## src/shared/fbc_pkg.sv

```systemverilog
// shared constants and types for the feeder bay io control block
package fbc_pkg;
  localparam int unsigned CLK_PERIOD_NS = 4;
  localparam int unsigned MS_NS = 1000000;
  localparam int unsigned MS_CYCLES = MS_NS / CLK_PERIOD_NS;
  localparam int unsigned N_OBJ = 3;
  localparam int unsigned N_CHAN = 10;
  localparam int unsigned N_CHAN_LED = 6;
  localparam int unsigned N_LED_UNIT = 16;
  localparam int unsigned N_SIG = 4;
  localparam int unsigned N_DOC = 6;
  localparam int unsigned ST_W = 17;
  localparam int unsigned SYNC_W = 28;
  localparam int unsigned PRESC_W = 18;
  localparam int unsigned LEN_W = 16;
  // packed state vector layout
  localparam int unsigned ST_OBJ_LSB = 0;
  localparam int unsigned ST_CHAN_LSB = 6;
  localparam int unsigned ST_KEY_BIT = 16;
  // synchronised pin vector layout
  localparam int unsigned PIN_OBJ_LSB = 0;
  localparam int unsigned PIN_CHAN_LSB = 6;
  localparam int unsigned PIN_PB_OPEN = 16;
  localparam int unsigned PIN_PB_CLOSE = 17;
  localparam int unsigned PIN_KEY = 18;
  localparam int unsigned PIN_FSW_LSB = 19;
  localparam int unsigned FSW_SUP_OFF_BIT = 1;
  // channel numbering
  localparam logic [3:0] CHAN_FIRST = 4'h4;
  localparam logic [3:0] CHAN_LAST = 4'hD;
  localparam logic [3:0] CHAN_COUNTER = 4'h7;
  // direct output control term order
  localparam int unsigned DOC_OPEN = 0;
  localparam int unsigned DOC_CLOSE = 1;
  localparam int unsigned DOC_SIG_LSB = 2;
  localparam logic [1:0] SUP_SEL_OFF = 2'h0;
  // edges after reset before pin edges may count: synchroniser depth plus one
  localparam logic [2:0] WARM_DONE = 3'h5;
  typedef enum logic [1:0] {
    FBC_IDLE = 2'b00,
    FBC_OPEN = 2'b01,
    FBC_CLOSE = 2'b10
  } fbc_cmd_state_t;
  typedef struct packed {
    logic en;
    logic [ST_W-1:0] care;
    logic [ST_W-1:0] value;
  } fbc_term_t;
  typedef struct packed {
    logic [SYNC_W-1:0] s1;
    logic [SYNC_W-1:0] s2;
    logic [SYNC_W-1:0] s3;
    logic [SYNC_W-1:0] q;
  } fbc_sync_t;
  typedef struct packed {
    fbc_cmd_state_t fsm;
    logic [PRESC_W-1:0] presc;
    logic [LEN_W-1:0] remain;
    logic [N_CHAN-1:0] ch_prev;
    logic [1:0] pb_prev;
    logic open_out;
    logic close_out;
    logic [N_SIG-1:0] signal_out;
    logic [2*N_LED_UNIT-1:0] obj_led;
    logic [N_CHAN_LED-1:0] chan_led;
    logic [ST_W-1:0] bus_status;
    logic [31:0] pulse_count;
    logic [47:0] energy;
    logic [31:0] scaled;
    logic trip_sup_en;
    logic cur_sup_en;
    logic busy;
    logic [2:0] warm;
  } fbc_state_t;
endpackage

```

## src/rtl/fbc_sync.sv

```systemverilog
// three-stage pin synchroniser with agreement filter
`timescale 1ns/1ns
`default_nettype none
module fbc_sync (
  // clock and reset
  input wire logic clock,
  input wire logic sys_rst,
  // pins and clean levels
  input wire logic [fbc_pkg::SYNC_W-1:0] pin,
  output logic [fbc_pkg::SYNC_W-1:0] q
);
  fbc_pkg::fbc_sync_t st;
  fbc_pkg::fbc_sync_t next_st;

  always_comb begin
    next_st = st;
    next_st.s1 = pin;
    next_st.s2 = st.s1;
    next_st.s3 = st.s2;
    // a bit only moves once stages two and three agree
    for (int i = 0; i < fbc_pkg::SYNC_W; i++) begin
      if (st.s2[i] == st.s3[i]) begin
        next_st.q[i] = st.s3[i];
      end
    end
  end

  always_ff @(posedge clock) begin
    if (sys_rst) begin
      st <= '0;
    end else begin
      st <= next_st;
    end
  end

  assign q = st.q;
endmodule // fbc_sync
`default_nettype wire

```

## src/rtl/fbc_top.sv

```systemverilog
// feeder bay binary input, indication and switching control
// Functional notes
// - status channels one to three are open/closed pairs
// - three objects shown on user-chosen led units
// - channels four to thirteen reported on bus
// - channels four to nine each light a led
// - commands from buttons, bus or input channels
// - open/close pulse length set by user
// - pulse starts only while interlock enable is true
// - interlock from object and channel states
// - signal output follows its assigned channel
// - direct output program drives open, close, signals
// - channel seven counts external energy pulses
// - energy integrated from measured power samples
// - measured values scaled to primary quantities
// - front switch two disables both supervisions
// - front switch overrides bus supervision selection
`timescale 1ns/1ns
`default_nettype none
module fbc_top #(
  parameter int unsigned MS_CYCLES = fbc_pkg::MS_CYCLES
) (
  // clock and reset
  input wire logic clock,
  input wire logic sys_rst,
  // status pairs: bit 2i open, bit 2i+1 closed
  input wire logic [2*fbc_pkg::N_OBJ-1:0] obj_pin,
  // single channels 4..13, bit 0 is channel 4
  input wire logic [fbc_pkg::N_CHAN-1:0] chan_pin,
  input wire logic [fbc_pkg::N_CHAN-1:0] chan_active_low,
  // front panel
  input wire logic pb_open,
  input wire logic pb_close,
  input wire logic key_remote,
  input wire logic [7:0] front_switch_group,
  // object led unit choice, four bits each
  input wire logic [4*fbc_pkg::N_OBJ-1:0] obj_led_unit,
  input wire logic [fbc_pkg::N_OBJ-1:0] obj_led_on,
  // serial bus side commands and settings
  input wire logic bus_open,
  input wire logic bus_close,
  input wire logic [1:0] trip_supervision_select,
  input wire logic [1:0] current_supervision_select,
  // command configuration
  input wire logic [3:0] open_cmd_chan,
  input wire logic [3:0] close_cmd_chan,
  input wire logic [fbc_pkg::LEN_W-1:0] pulse_len_ms,
  input wire fbc_pkg::fbc_term_t interlock_open,
  input wire fbc_pkg::fbc_term_t interlock_close,
  input wire fbc_pkg::fbc_term_t [fbc_pkg::N_DOC-1:0] doc_term,
  input wire logic [4*fbc_pkg::N_SIG-1:0] sig_chan,
  // measurement
  input wire logic counter_en,
  input wire logic power_valid,
  input wire logic signed [15:0] power_sample,
  input wire logic [15:0] meas_raw,
  input wire logic [15:0] meas_scale,
  // outputs
  output logic open_out,
  output logic close_out,
  output logic [fbc_pkg::N_SIG-1:0] signal_out,
  output logic [2*fbc_pkg::N_LED_UNIT-1:0] obj_led,
  output logic [fbc_pkg::N_CHAN_LED-1:0] chan_led,
  output logic [fbc_pkg::ST_W-1:0] bus_status,
  output logic [31:0] pulse_count,
  output logic [47:0] energy,
  output logic [31:0] scaled_value,
  output logic trip_sup_en,
  output logic cur_sup_en,
  output logic cmd_busy
);
  localparam logic [fbc_pkg::PRESC_W-1:0] PRESC_LAST = fbc_pkg::PRESC_W'(MS_CYCLES - 1);

  fbc_pkg::fbc_state_t st;
  fbc_pkg::fbc_state_t next_st;
  logic [fbc_pkg::SYNC_W-1:0] pin_q;
  logic [fbc_pkg::ST_W-1:0] stv;
  logic [fbc_pkg::N_CHAN-1:0] chan_act;
  logic [fbc_pkg::N_CHAN-1:0] chan_rise;
  logic [fbc_pkg::N_DOC-1:0] doc_hit;
  logic il_open;
  logic il_close;
  logic req_open;
  logic req_close;
  logic pb_open_rise;
  logic pb_close_rise;
  logic doc_open;
  logic doc_close;
  logic primed;

  // picks the bit of a channel numbered 4..13; other numbers mean unassigned
  function automatic logic chan_pick(input logic [fbc_pkg::N_CHAN-1:0] v,
                                     input logic [3:0] n);
    logic r;
    r = 1'b0;
    if (n >= fbc_pkg::CHAN_FIRST && n <= fbc_pkg::CHAN_LAST) begin
      r = v[4'(n - fbc_pkg::CHAN_FIRST)];
    end
    return r;
  endfunction

  // a user program term: enabled and every cared-for state bit matches
  function automatic logic term_hit(input fbc_pkg::fbc_term_t t,
                                    input logic [fbc_pkg::ST_W-1:0] s);
    return t.en && (((s ^ t.value) & t.care) == '0);
  endfunction

  fbc_sync u_sync (
    .clock(clock),
    .sys_rst(sys_rst),
    .pin({1'b0, front_switch_group, key_remote, pb_close, pb_open, chan_pin, obj_pin}),
    .q(pin_q)
  );

  always_comb begin
    chan_act = pin_q[fbc_pkg::PIN_CHAN_LSB +: fbc_pkg::N_CHAN] ^ chan_active_low;
    // the pin image is stale just after reset; a level held through reset is no edge
    primed = (st.warm == fbc_pkg::WARM_DONE);
    chan_rise = primed ? (chan_act & ~st.ch_prev) : '0;
    stv = '0;
    for (int i = 0; i < fbc_pkg::N_OBJ; i++) begin
      stv[fbc_pkg::ST_OBJ_LSB + 2*i] = pin_q[fbc_pkg::PIN_OBJ_LSB + 2*i]
                                       & ~pin_q[fbc_pkg::PIN_OBJ_LSB + 2*i + 1];
      stv[fbc_pkg::ST_OBJ_LSB + 2*i + 1] = pin_q[fbc_pkg::PIN_OBJ_LSB + 2*i + 1]
                                           & ~pin_q[fbc_pkg::PIN_OBJ_LSB + 2*i];
    end
    stv[fbc_pkg::ST_CHAN_LSB +: fbc_pkg::N_CHAN] = chan_act;
    stv[fbc_pkg::ST_KEY_BIT] = pin_q[fbc_pkg::PIN_KEY];
    for (int i = 0; i < fbc_pkg::N_DOC; i++) begin
      doc_hit[i] = term_hit(doc_term[i], stv);
    end
    il_open = term_hit(interlock_open, stv);
    il_close = term_hit(interlock_close, stv);
    pb_open_rise = primed & pin_q[fbc_pkg::PIN_PB_OPEN] & ~st.pb_prev[0];
    pb_close_rise = primed & pin_q[fbc_pkg::PIN_PB_CLOSE] & ~st.pb_prev[1];
    // buttons count only in local, bus only in remote
    req_open = (pb_open_rise & ~stv[fbc_pkg::ST_KEY_BIT])
               | (bus_open & stv[fbc_pkg::ST_KEY_BIT])
               | chan_pick(chan_rise, open_cmd_chan);
    req_close = (pb_close_rise & ~stv[fbc_pkg::ST_KEY_BIT])
                | (bus_close & stv[fbc_pkg::ST_KEY_BIT])
                | chan_pick(chan_rise, close_cmd_chan);
    doc_open = doc_hit[fbc_pkg::DOC_OPEN];
    doc_close = doc_hit[fbc_pkg::DOC_CLOSE];
  end

  always_comb begin
    next_st = st;
    next_st.ch_prev = chan_act;
    next_st.pb_prev = {pin_q[fbc_pkg::PIN_PB_CLOSE], pin_q[fbc_pkg::PIN_PB_OPEN]};
    if (st.warm != fbc_pkg::WARM_DONE) begin
      next_st.warm = st.warm + 3'h1;
    end

    case (st.fsm)
      fbc_pkg::FBC_IDLE: begin
        next_st.presc = PRESC_LAST;
        next_st.remain = (pulse_len_ms == '0) ? fbc_pkg::LEN_W'(1) : pulse_len_ms;
        // a request for both at once is dropped rather than guessed
        if (req_open && !req_close && il_open) begin
          next_st.fsm = fbc_pkg::FBC_OPEN;
        end else if (req_close && !req_open && il_close) begin
          next_st.fsm = fbc_pkg::FBC_CLOSE;
        end
      end
      fbc_pkg::FBC_OPEN, fbc_pkg::FBC_CLOSE: begin
        if (st.presc == '0) begin
          next_st.presc = PRESC_LAST;
          if (st.remain == fbc_pkg::LEN_W'(1)) begin
            next_st.fsm = fbc_pkg::FBC_IDLE;
          end else begin
            next_st.remain = st.remain - fbc_pkg::LEN_W'(1);
          end
        end else begin
          next_st.presc = st.presc - fbc_pkg::PRESC_W'(1);
        end
      end
      default: begin
        next_st.fsm = fbc_pkg::FBC_IDLE;
      end
    endcase

    next_st.busy = (next_st.fsm != fbc_pkg::FBC_IDLE);
    // direct output terms may not fight a running pulse of the other kind
    next_st.open_out = (next_st.fsm == fbc_pkg::FBC_OPEN)
                       || (doc_open && !doc_close
                           && next_st.fsm != fbc_pkg::FBC_CLOSE);
    next_st.close_out = (next_st.fsm == fbc_pkg::FBC_CLOSE)
                        || (doc_close && !doc_open
                            && next_st.fsm != fbc_pkg::FBC_OPEN);

    for (int i = 0; i < fbc_pkg::N_SIG; i++) begin
      next_st.signal_out[i] = chan_pick(chan_act, sig_chan[4*i +: 4])
                              | doc_hit[fbc_pkg::DOC_SIG_LSB + i];
    end

    next_st.obj_led = '0;
    for (int i = 0; i < fbc_pkg::N_OBJ; i++) begin
      if (obj_led_on[i]) begin
        next_st.obj_led[2*obj_led_unit[4*i +: 4] +: 2] = stv[fbc_pkg::ST_OBJ_LSB + 2*i +: 2];
      end
    end
    next_st.chan_led = chan_act[fbc_pkg::N_CHAN_LED-1:0];
    next_st.bus_status = stv;

    if (counter_en && chan_rise[4'(fbc_pkg::CHAN_COUNTER - fbc_pkg::CHAN_FIRST)]) begin
      next_st.pulse_count = st.pulse_count + 32'h0000_0001;
    end
    if (power_valid) begin
      next_st.energy = st.energy + 48'(power_sample);
    end
    next_st.scaled = 32'(meas_raw) * 32'(meas_scale);

    // the local switch wins over whatever the bus selected
    next_st.trip_sup_en = !pin_q[fbc_pkg::PIN_FSW_LSB + fbc_pkg::FSW_SUP_OFF_BIT]
                          && trip_supervision_select != fbc_pkg::SUP_SEL_OFF;
    next_st.cur_sup_en = !pin_q[fbc_pkg::PIN_FSW_LSB + fbc_pkg::FSW_SUP_OFF_BIT]
                         && current_supervision_select != fbc_pkg::SUP_SEL_OFF;
  end

  always_ff @(posedge clock) begin
    if (sys_rst) begin
      st <= '0;
    end else begin
      st <= next_st;
    end
  end

  assign open_out = st.open_out;
  assign close_out = st.close_out;
  assign signal_out = st.signal_out;
  assign obj_led = st.obj_led;
  assign chan_led = st.chan_led;
  assign bus_status = st.bus_status;
  assign pulse_count = st.pulse_count;
  assign energy = st.energy;
  assign scaled_value = st.scaled;
  assign trip_sup_en = st.trip_sup_en;
  assign cur_sup_en = st.cur_sup_en;
  assign cmd_busy = st.busy;
endmodule // fbc_top
`default_nettype wire

```

## config.mk

```make
export PLATFORM = sky130hd
export DESIGN_NAME = fbc_top
export DESIGN_NICKNAME = d
export VERILOG_FILES = /design/src/shared/fbc_pkg.sv /design/src/rtl/fbc_sync.sv /design/src/rtl/fbc_top.sv
export SDC_FILE = /design/constraint.sdc
export NUM_CORES = 1
export LEC_CHECK = 0
export ABC_AREA = 0
export BUFFER_PORTS_ARGS = -buffer_cell sky130_fd_sc_hd__buf_2
export CORE_AREA = 3 3 233 235
export CTS_CLUSTER_SIZE = 14
export DETAILED_ROUTE_END_ITERATION = 8
export DIE_AREA = 0 0 236 238
export GPL_ROUTABILITY_DRIVEN = 0
export PLACE_DENSITY = 0.81
export SYNTH_ARGS = -nofsm -noshare
export SYNTH_HDL_FRONTEND = slang
export SYNTH_HIERARCHICAL = 1
export SYNTH_SLANG_ARGS = --single-unit
```

## constraint.sdc

```tcl
create_clock -name clock -period 7.2 [get_ports clock]
set_input_delay 0.36 -clock clock [delete_from_list [all_inputs] [get_ports clock]]
set_output_delay 0.36 -clock clock [all_outputs]
set_load 0.02 [all_outputs]
```

==> results of run 1 <==
## registers in the layout, indices dropped and copies added (netlist names)
signal          flops
trip_sup_en         1
u_sync/next_st     40
scaled_value       32
cur_sup_en          1
pulse_count        32
energy             48
signal_out          4
open_out            1
u_sync/st          20
close_out           1
bus_status          8
cmd_busy            1
u_sync/q           20
obj_led            32
st                 50
## worst max-delay path, cell delays in order
cell,delay [ns]
buf_2,0.29
nand2_1,0.14
fa_1,0.55
inv_1,0.05
fa_1,0.48
fa_1,0.54
fa_1,0.52
fa_1,0.54
inv_1,0.05
fa_1,0.53
inv_1,0.04
ha_1,0.35
a21o_1,0.20
a21oi_1,0.19
o21ai_0,0.15
a2111oi_0,0.56
o211ai_1,0.28
a31oi_1,0.29
nor2b_1,0.10
o21ai_0,0.29
a22oi_1,0.13
xnor2_1,0.17
nor2_1,0.06
## final cells by class
type	instances	share of cell area [%]
repair buffers	625	10.6
inverters	293	3.62
clock inverters	15	0.664
diodes	18	0.148
clock buffers	44	3.20
well taps	688	2.84
flip-flops and latches	291	19.2
multi-input cells	2376	59.7
## per-layer routing
metal / vias up / wire (um)
li1: 11483 / -
met4: 20 / 5840
met2: 1178 / 38800
met1: 11605 / 31800
met5: - / 132
met3: 325 / 9420
## power by group through the flow
stage,Clock [uW],Combinational [uW],Sequential [uW]
after floorplan,0,4650,1880
after global routing,1920,6820,1900
after global placement,0,5790,1910
after detailed placement,0,5920,1920
final,1820,6010,1890
after CTS,1850,5990,1880
## metrics by stage
step,power [uW],std cells
6_report,9710,4350
5_1_grt,10600,4346
4_1_cts,9730,4332
3_5_place_dp,7840,4269
3_3_place_gp,7710,4269
2_1_floorplan,6530,3286
## final timing paths
kind	start	to	slack, ns	cells past startpoint
max reg2reg	u_sync/q[8]	open_out	3.30	12
max	meas_scale[12]	scaled_value[30]	0.74	23
min	chan_pin[8]	u_sync/next_st[70]	0.03	2
min reg2reg	u_sync/next_st[57]	u_sync/next_st[29]	0.44	1
## timing repair
action	CTS	global route
setup endpoints to repair	0	0
hold endpoints to repair	4	0
hold buffers	4	0
setup buffers	0	0
==> summary.md, run 1 <==
| Metric | Value |
|---|---|
| Area of the core | 52400 um^2 |
| Syn avg cell area | 8.21 um^2 |
| GRT busiest layer | met2 |
| Ratio of cells with drive above 1 in the final layout | 19.8% |
| GRT overflow | 0 |
| Max Root-Sink Buffers | 3 |
| Commonest non-fill, non-tap cell in the layout | buf_2 |
| Vias per std cell | 5.66 |
| P per Cell Area | 320 nW/um^2 |
| Peak VDD IR | 0.717 mV |
| H-tree levels | 2 |
| Worst slew pin tran | 1.08 ns |
| Worst hold path type | input port to flop |
| Post-DP Area | 29100 um^2 |
| Vias in the first global route | 23828 |
| # clock sinks | 291 |
| Die height | 238 um |
| Worst EP arrival | 6.84 ns |
| Area growth, synth to finish | 12.5% |
| Starting Density | 51.4% |
| Final hold vios | 0 |
| Setup TNS Final | 0 ns |
| Critical path required time | 7.58 ns |
| Synth Net Count | 4088 |
| Die Width | 236 um |
| Worst setup SP type | input port |
| Multi-input gate area | 18100 um^2 |
| FF/Latch Area | 5830 um^2 |
| Psw | 4340 uW |
| Routed vias | 24611 |
| Post-Synthesis Cell Area | 27000 um^2 |
| Final period utilization | 89.8% |
| Antenna Nets Post-Route | 0 |
| Post-DP HPWL | 68700 um |
| Cell count after synthesis | 3286 |
| Syn. warnings | 6 |
| DR iter-0 viols | 1817 |
| CP Max Fanout | 16 |
| Max_slew headroom | 27.7% |
| Cts repair resizes | 0 |
| Drt pass-1 iters | 8 |
| Leakage power total | 0.0145 uW |
| Fmax | 155 MHz |
| Outcome | completed |
| RSZ-0062 raised after global routing | no |
| Fill cells | 4587 |
| Clock Power Share | 18.7% |
| Logic gate share of total power | 61.9% |
| DR WL/cell | 19.8 um |
| CP Class | input port to flop |
| Minimum clock period after layout | 6.46 ns |
| CTS Buf Count | 35 |
| P_int | 5370 uW |
| Total wire length | 86100 um |
| Global Route met3 Usage | 10.8% |
| Root Driver | clkbuf_16 |
| Place WS | 0.273 ns |
| Initial antenna violation count | 29 |
| # IOs | 606 |
| Post-route design area | 30300 um^2 |
| CTS clk-pin slew, worst paths | 0.06 ns |
| Final setup fails | 0 |
| CTS tree | built |
| Highest-count cells in the layout ignoring fill and taps | buf_2, nand2_1, nor2_1 |
| Drt drc | 0 |
| First-pass GRT wire length | 131000 um |
| Net Sw Frac | 44.7% |
| Worst Hold Slack | 0.0311 ns |
| GR Util met1 | 34.3% |
| Cell Rows | 84 |
| Max Cap Viol | 0 |
| Skew final | 0.0406 ns |
| Layout Utilization | 57.9% |
| Nets | 4424 |
| Largest net degree at the start of global routing | 186 |
| Reg power frac | 19.4% |
| Max-slew violation count | 0 |
| Port bufs | 598 |
| Final worst slack | 0.737 ns |
| Total GRT Usage | 29.7% |
| Met2 Use GR | 47.4% |
| Die area | 56200 um^2 |
| Worst-Skew Late Latency | 0.56 ns |
| Setup crit end kind | flop |
Note: power is estimated with default switching activity, not from simulation.
==> run 2, diff against run 1 <==
--- a/config.mk
+++ b/config.mk
@@ -7,13 +7,13 @@
 export LEC_CHECK = 0
 export ABC_AREA = 0
 export BUFFER_PORTS_ARGS = -buffer_cell sky130_fd_sc_hd__buf_2
-export CORE_AREA = 3 3 233 235
+export CORE_AREA = 3 3 237 239
 export CTS_CLUSTER_SIZE = 14
 export DETAILED_ROUTE_END_ITERATION = 8
-export DIE_AREA = 0 0 236 238
+export DIE_AREA = 0 0 240 242
 export GPL_ROUTABILITY_DRIVEN = 0
-export PLACE_DENSITY = 0.81
+export PLACE_DENSITY = 0.78
+export RECOVER_POWER = 25
 export SYNTH_ARGS = -nofsm -noshare
 export SYNTH_HDL_FRONTEND = slang
-export SYNTH_HIERARCHICAL = 1
 export SYNTH_SLANG_ARGS = --single-unit
==> summary.md, run 2 <==
| Metric | Value |
|---|---|
| Starting Density | 50.7% |
| Drt pass-1 iters | 9 |
| Cells along the critical path | buf_2, and2_1, fa_1, inv_1, fa_1, fa_1, fa_1, inv_1, fa_1, inv_1, fa_1, inv_1, ha_1, and3_1, and3_1, a211oi_1, buf_4, a211oi_1, o21bai_1, a31oi_1, o41ai_1, xor2_1, nor2_1 |
| P_int | 5460 uW |
| Port bufs | 598 |
| Critical Path Max Stage Delay | 0.56 ns |
| Syn avg cell area | 8.10 um^2 |
| Cts repair resizes | 0 |
| Multiplexer area fraction after synthesis | 1.83% |
| Total GRT Usage | 29.7% |
| CP Class | input port to flop |
| Synth Register Bits | 291 |
| Commonest non-fill, non-tap cell in the layout | buf_2 |
| DR iter-0 viols | 2089 |
| Met2 Use GR | 48.0% |
| Max reg flops | 50 |
| Global Route met3 Usage | 9.28% |
| Initial antenna violation count | 38 |
| Max Root-Sink Buffers | 3 |
| Dpl cells | 4401 |
| Max_slew headroom | -235% |
| # IOs | 606 |
| Cell Rows | 85 |
| Outcome | complete, but fails checks |
| Largest net degree at the start of global routing | 118 |
| Sequential fraction of the synthesis area | 21.2% |
| RSZ-0062 raised after global routing | no |
| Worst setup SP type | input port |
| Failing checks | capacitance limit, slew limit |
| Root Driver | clkbuf_16 |
| Leakage power total | 0.0147 uW |
| Final hold vios | 0 |
| Cell taking the most area after synthesis | dfxtp_1 |
| Cell count after synthesis | 3384 |
| Psw | 4340 uW |
| Highest-count cells in the layout ignoring fill and taps | buf_2, nand2_1, inv_1 |
| Logic gate share of total power | 60.7% |
| Net Sw Frac | 44.3% |
| Vias in the first global route | 24682 |
| CP Max Fanout | 16 |
| Final setup fails | 0 |
| Post-route design area | 31100 um^2 |
| Nets | 4546 |
| CTS tree | built |
| Synth Net Count | 4186 |
| GR Util met1 | 34.0% |
| Area of the core | 54000 um^2 |
| Cts hold-fix bufs | 0 |
| Worst hold path type | input port to flop |
| FFs w/ async S/R, synth | 0% |
| Fill cells | 4930 |
| Slowest CP cell | fa_1 |
| Ratio of cells with drive above 1 in the final layout | 18.7% |
| Minimum clock period after layout | 6.20 ns |
| Top post-synthesis cells by count | nand2_1, inv_1, nor2_1 |
| Setup bufs post-CTS | 0 |
| Final period utilization | 86.1% |
| Critical path required time | 7.58 ns |
| Post-Layout Cell Count | 4505 |
| Peak VDD IR | 0.621 mV |
| GRT busiest layer | met2 |
| Share of Yosys cell area claimed by the top area cell type | 21.2% |
| Vias per std cell | 5.70 |
| Synth Area in Compound Gates | 15.0% |
| Max-slew violation count | 118 |
| Most frequent CP cell | fa_1 |
| Syn. warnings | 0 |
| P per Cell Area | 315 nW/um^2 |
| Fmax | 161 MHz |
| Total power | 9800 uW |
| Skew final | 0.0201 ns |
| Die height | 242 um |
| Worst slew pin tran | 5.02 ns |
| Setup TNS Final | 0 ns |
| # clock sinks | 291 |
| H-tree levels | 2 |
| Multi-input gate area | 18700 um^2 |
| Post-DP HPWL | 69300 um |
| DR WL/cell | 19.5 um |
| CTS Buf Count | 37 |
| Post-synthesis cell type count | 83 |
| Reg power frac | 19.1% |
| CTS clk-pin slew, worst paths | 0.06 ns |
| Clock Power Share | 20.3% |
| FF/Latch Area | 5830 um^2 |
| First-pass GRT wire length | 136000 um |
| Simple-Gate Fraction of Synth Area | 22.3% |
| Most common cell in the netlist | nand2_1 |
| Post-DP Area | 29800 um^2 |
| Routed vias | 25658 |
| GRT overflow | 0 |
| Max Cap Viol | 1 |
| Die area | 58100 um^2 |
| Largest family of logic cells by synthesized area | simple AND/OR/NAND/NOR gates |
| Worst Hold Slack | 0.0347 ns |
| Die Width | 240 um |
| Setup crit end kind | flop |
| Total wire length | 87800 um |
| Area growth, synth to finish | 13.5% |
| Drt drc | 0 |
| Worst EP arrival | 6.58 ns |
| Post-synth EDFFs | 0 |
| Post-Synth XOR/XNOR Area | 6.59% |
| Reg with most FFs | st |
| Worst-Skew Late Latency | 0.55 ns |
| Top post-synthesis cells by area | dfxtp_1, fa_1, ha_1, nand2_1, buf_4 |
| Antenna Nets Post-Route | 0 |
| Main flop type after synthesis | dfxtp_1 |
| Synth Area in Adders | 22.3% |
| Post-Synthesis Cell Area | 27400 um^2 |
[run 2: logic make-up after synthesis]
logic type | Yosys count
xor+xnor | 190
fa+ha+maj | 372
simple gates | 1238
flops | 291
buf+inv | 611
mux | 45
compound gates | 637
[run 2: layout make-up]
cell class,count,share of cell area [%]
Sequential cell,291,18.7
Antenna cell,38,0.305
Clock inverter,22,1.05
Clock buffer,44,3.19
Multi-Input combinational cell,2482,60.1
Inverter,306,3.69
Timing Repair Buffer,626,10.2
Tap cell,696,2.80
[run 2: per-layer routing]
| metal | vias to the layer above | routed length (um) |
|---|---|---|
| li1 | 12053 | - |
| met1 | 12123 | 32200 |
| met2 | 1181 | 41300 |
| met3 | 299 | 8290 |
| met4 | 2 | 6000 |
| met5 | - | 12 |
[run 2: power groups by stage]
stage,clock network (uW),logic (uW),registers [uW]
after global placement,0,5770,1900
after global routing,2100,6800,1880
final,1990,5950,1870
after detailed placement,0,5900,1900
after floorplan,0,4650,1870
after CTS,2030,5940,1870
[run 2: worst max-delay path: cells and delay by family]
family	cells	cell delay (ns)
adder cells (fa/ha/maj)	7	3.41
AO/OA/AOI/OAI	5	1.36
AND/OR/NAND/NOR	4	0.67
buffers and inverters	6	0.58
XOR/XNOR	1	0.19
[run 2: final timing paths]
path                       from            endpoint  slack, ns  cells after the start
max                 meas_raw[5]    scaled_value[29]       1.00                     23
min                 chan_pin[2]  u_sync.next_st[64]       0.03                      2
max reg2reg        u_sync.q[12]       signal_out[1]       2.95                      8
min reg2reg  u_sync.next_st[64]  u_sync.next_st[36]       0.43                      1
[run 2: per-stage QoR]
stage               utilization (%)  worst slack, ns
floorplan                         -             1.01
global placement               55.1            0.592
detailed placement             55.1            0.522
CTS                            57.5             1.06
global route                   57.6            0.665
finish                         57.6             1.00
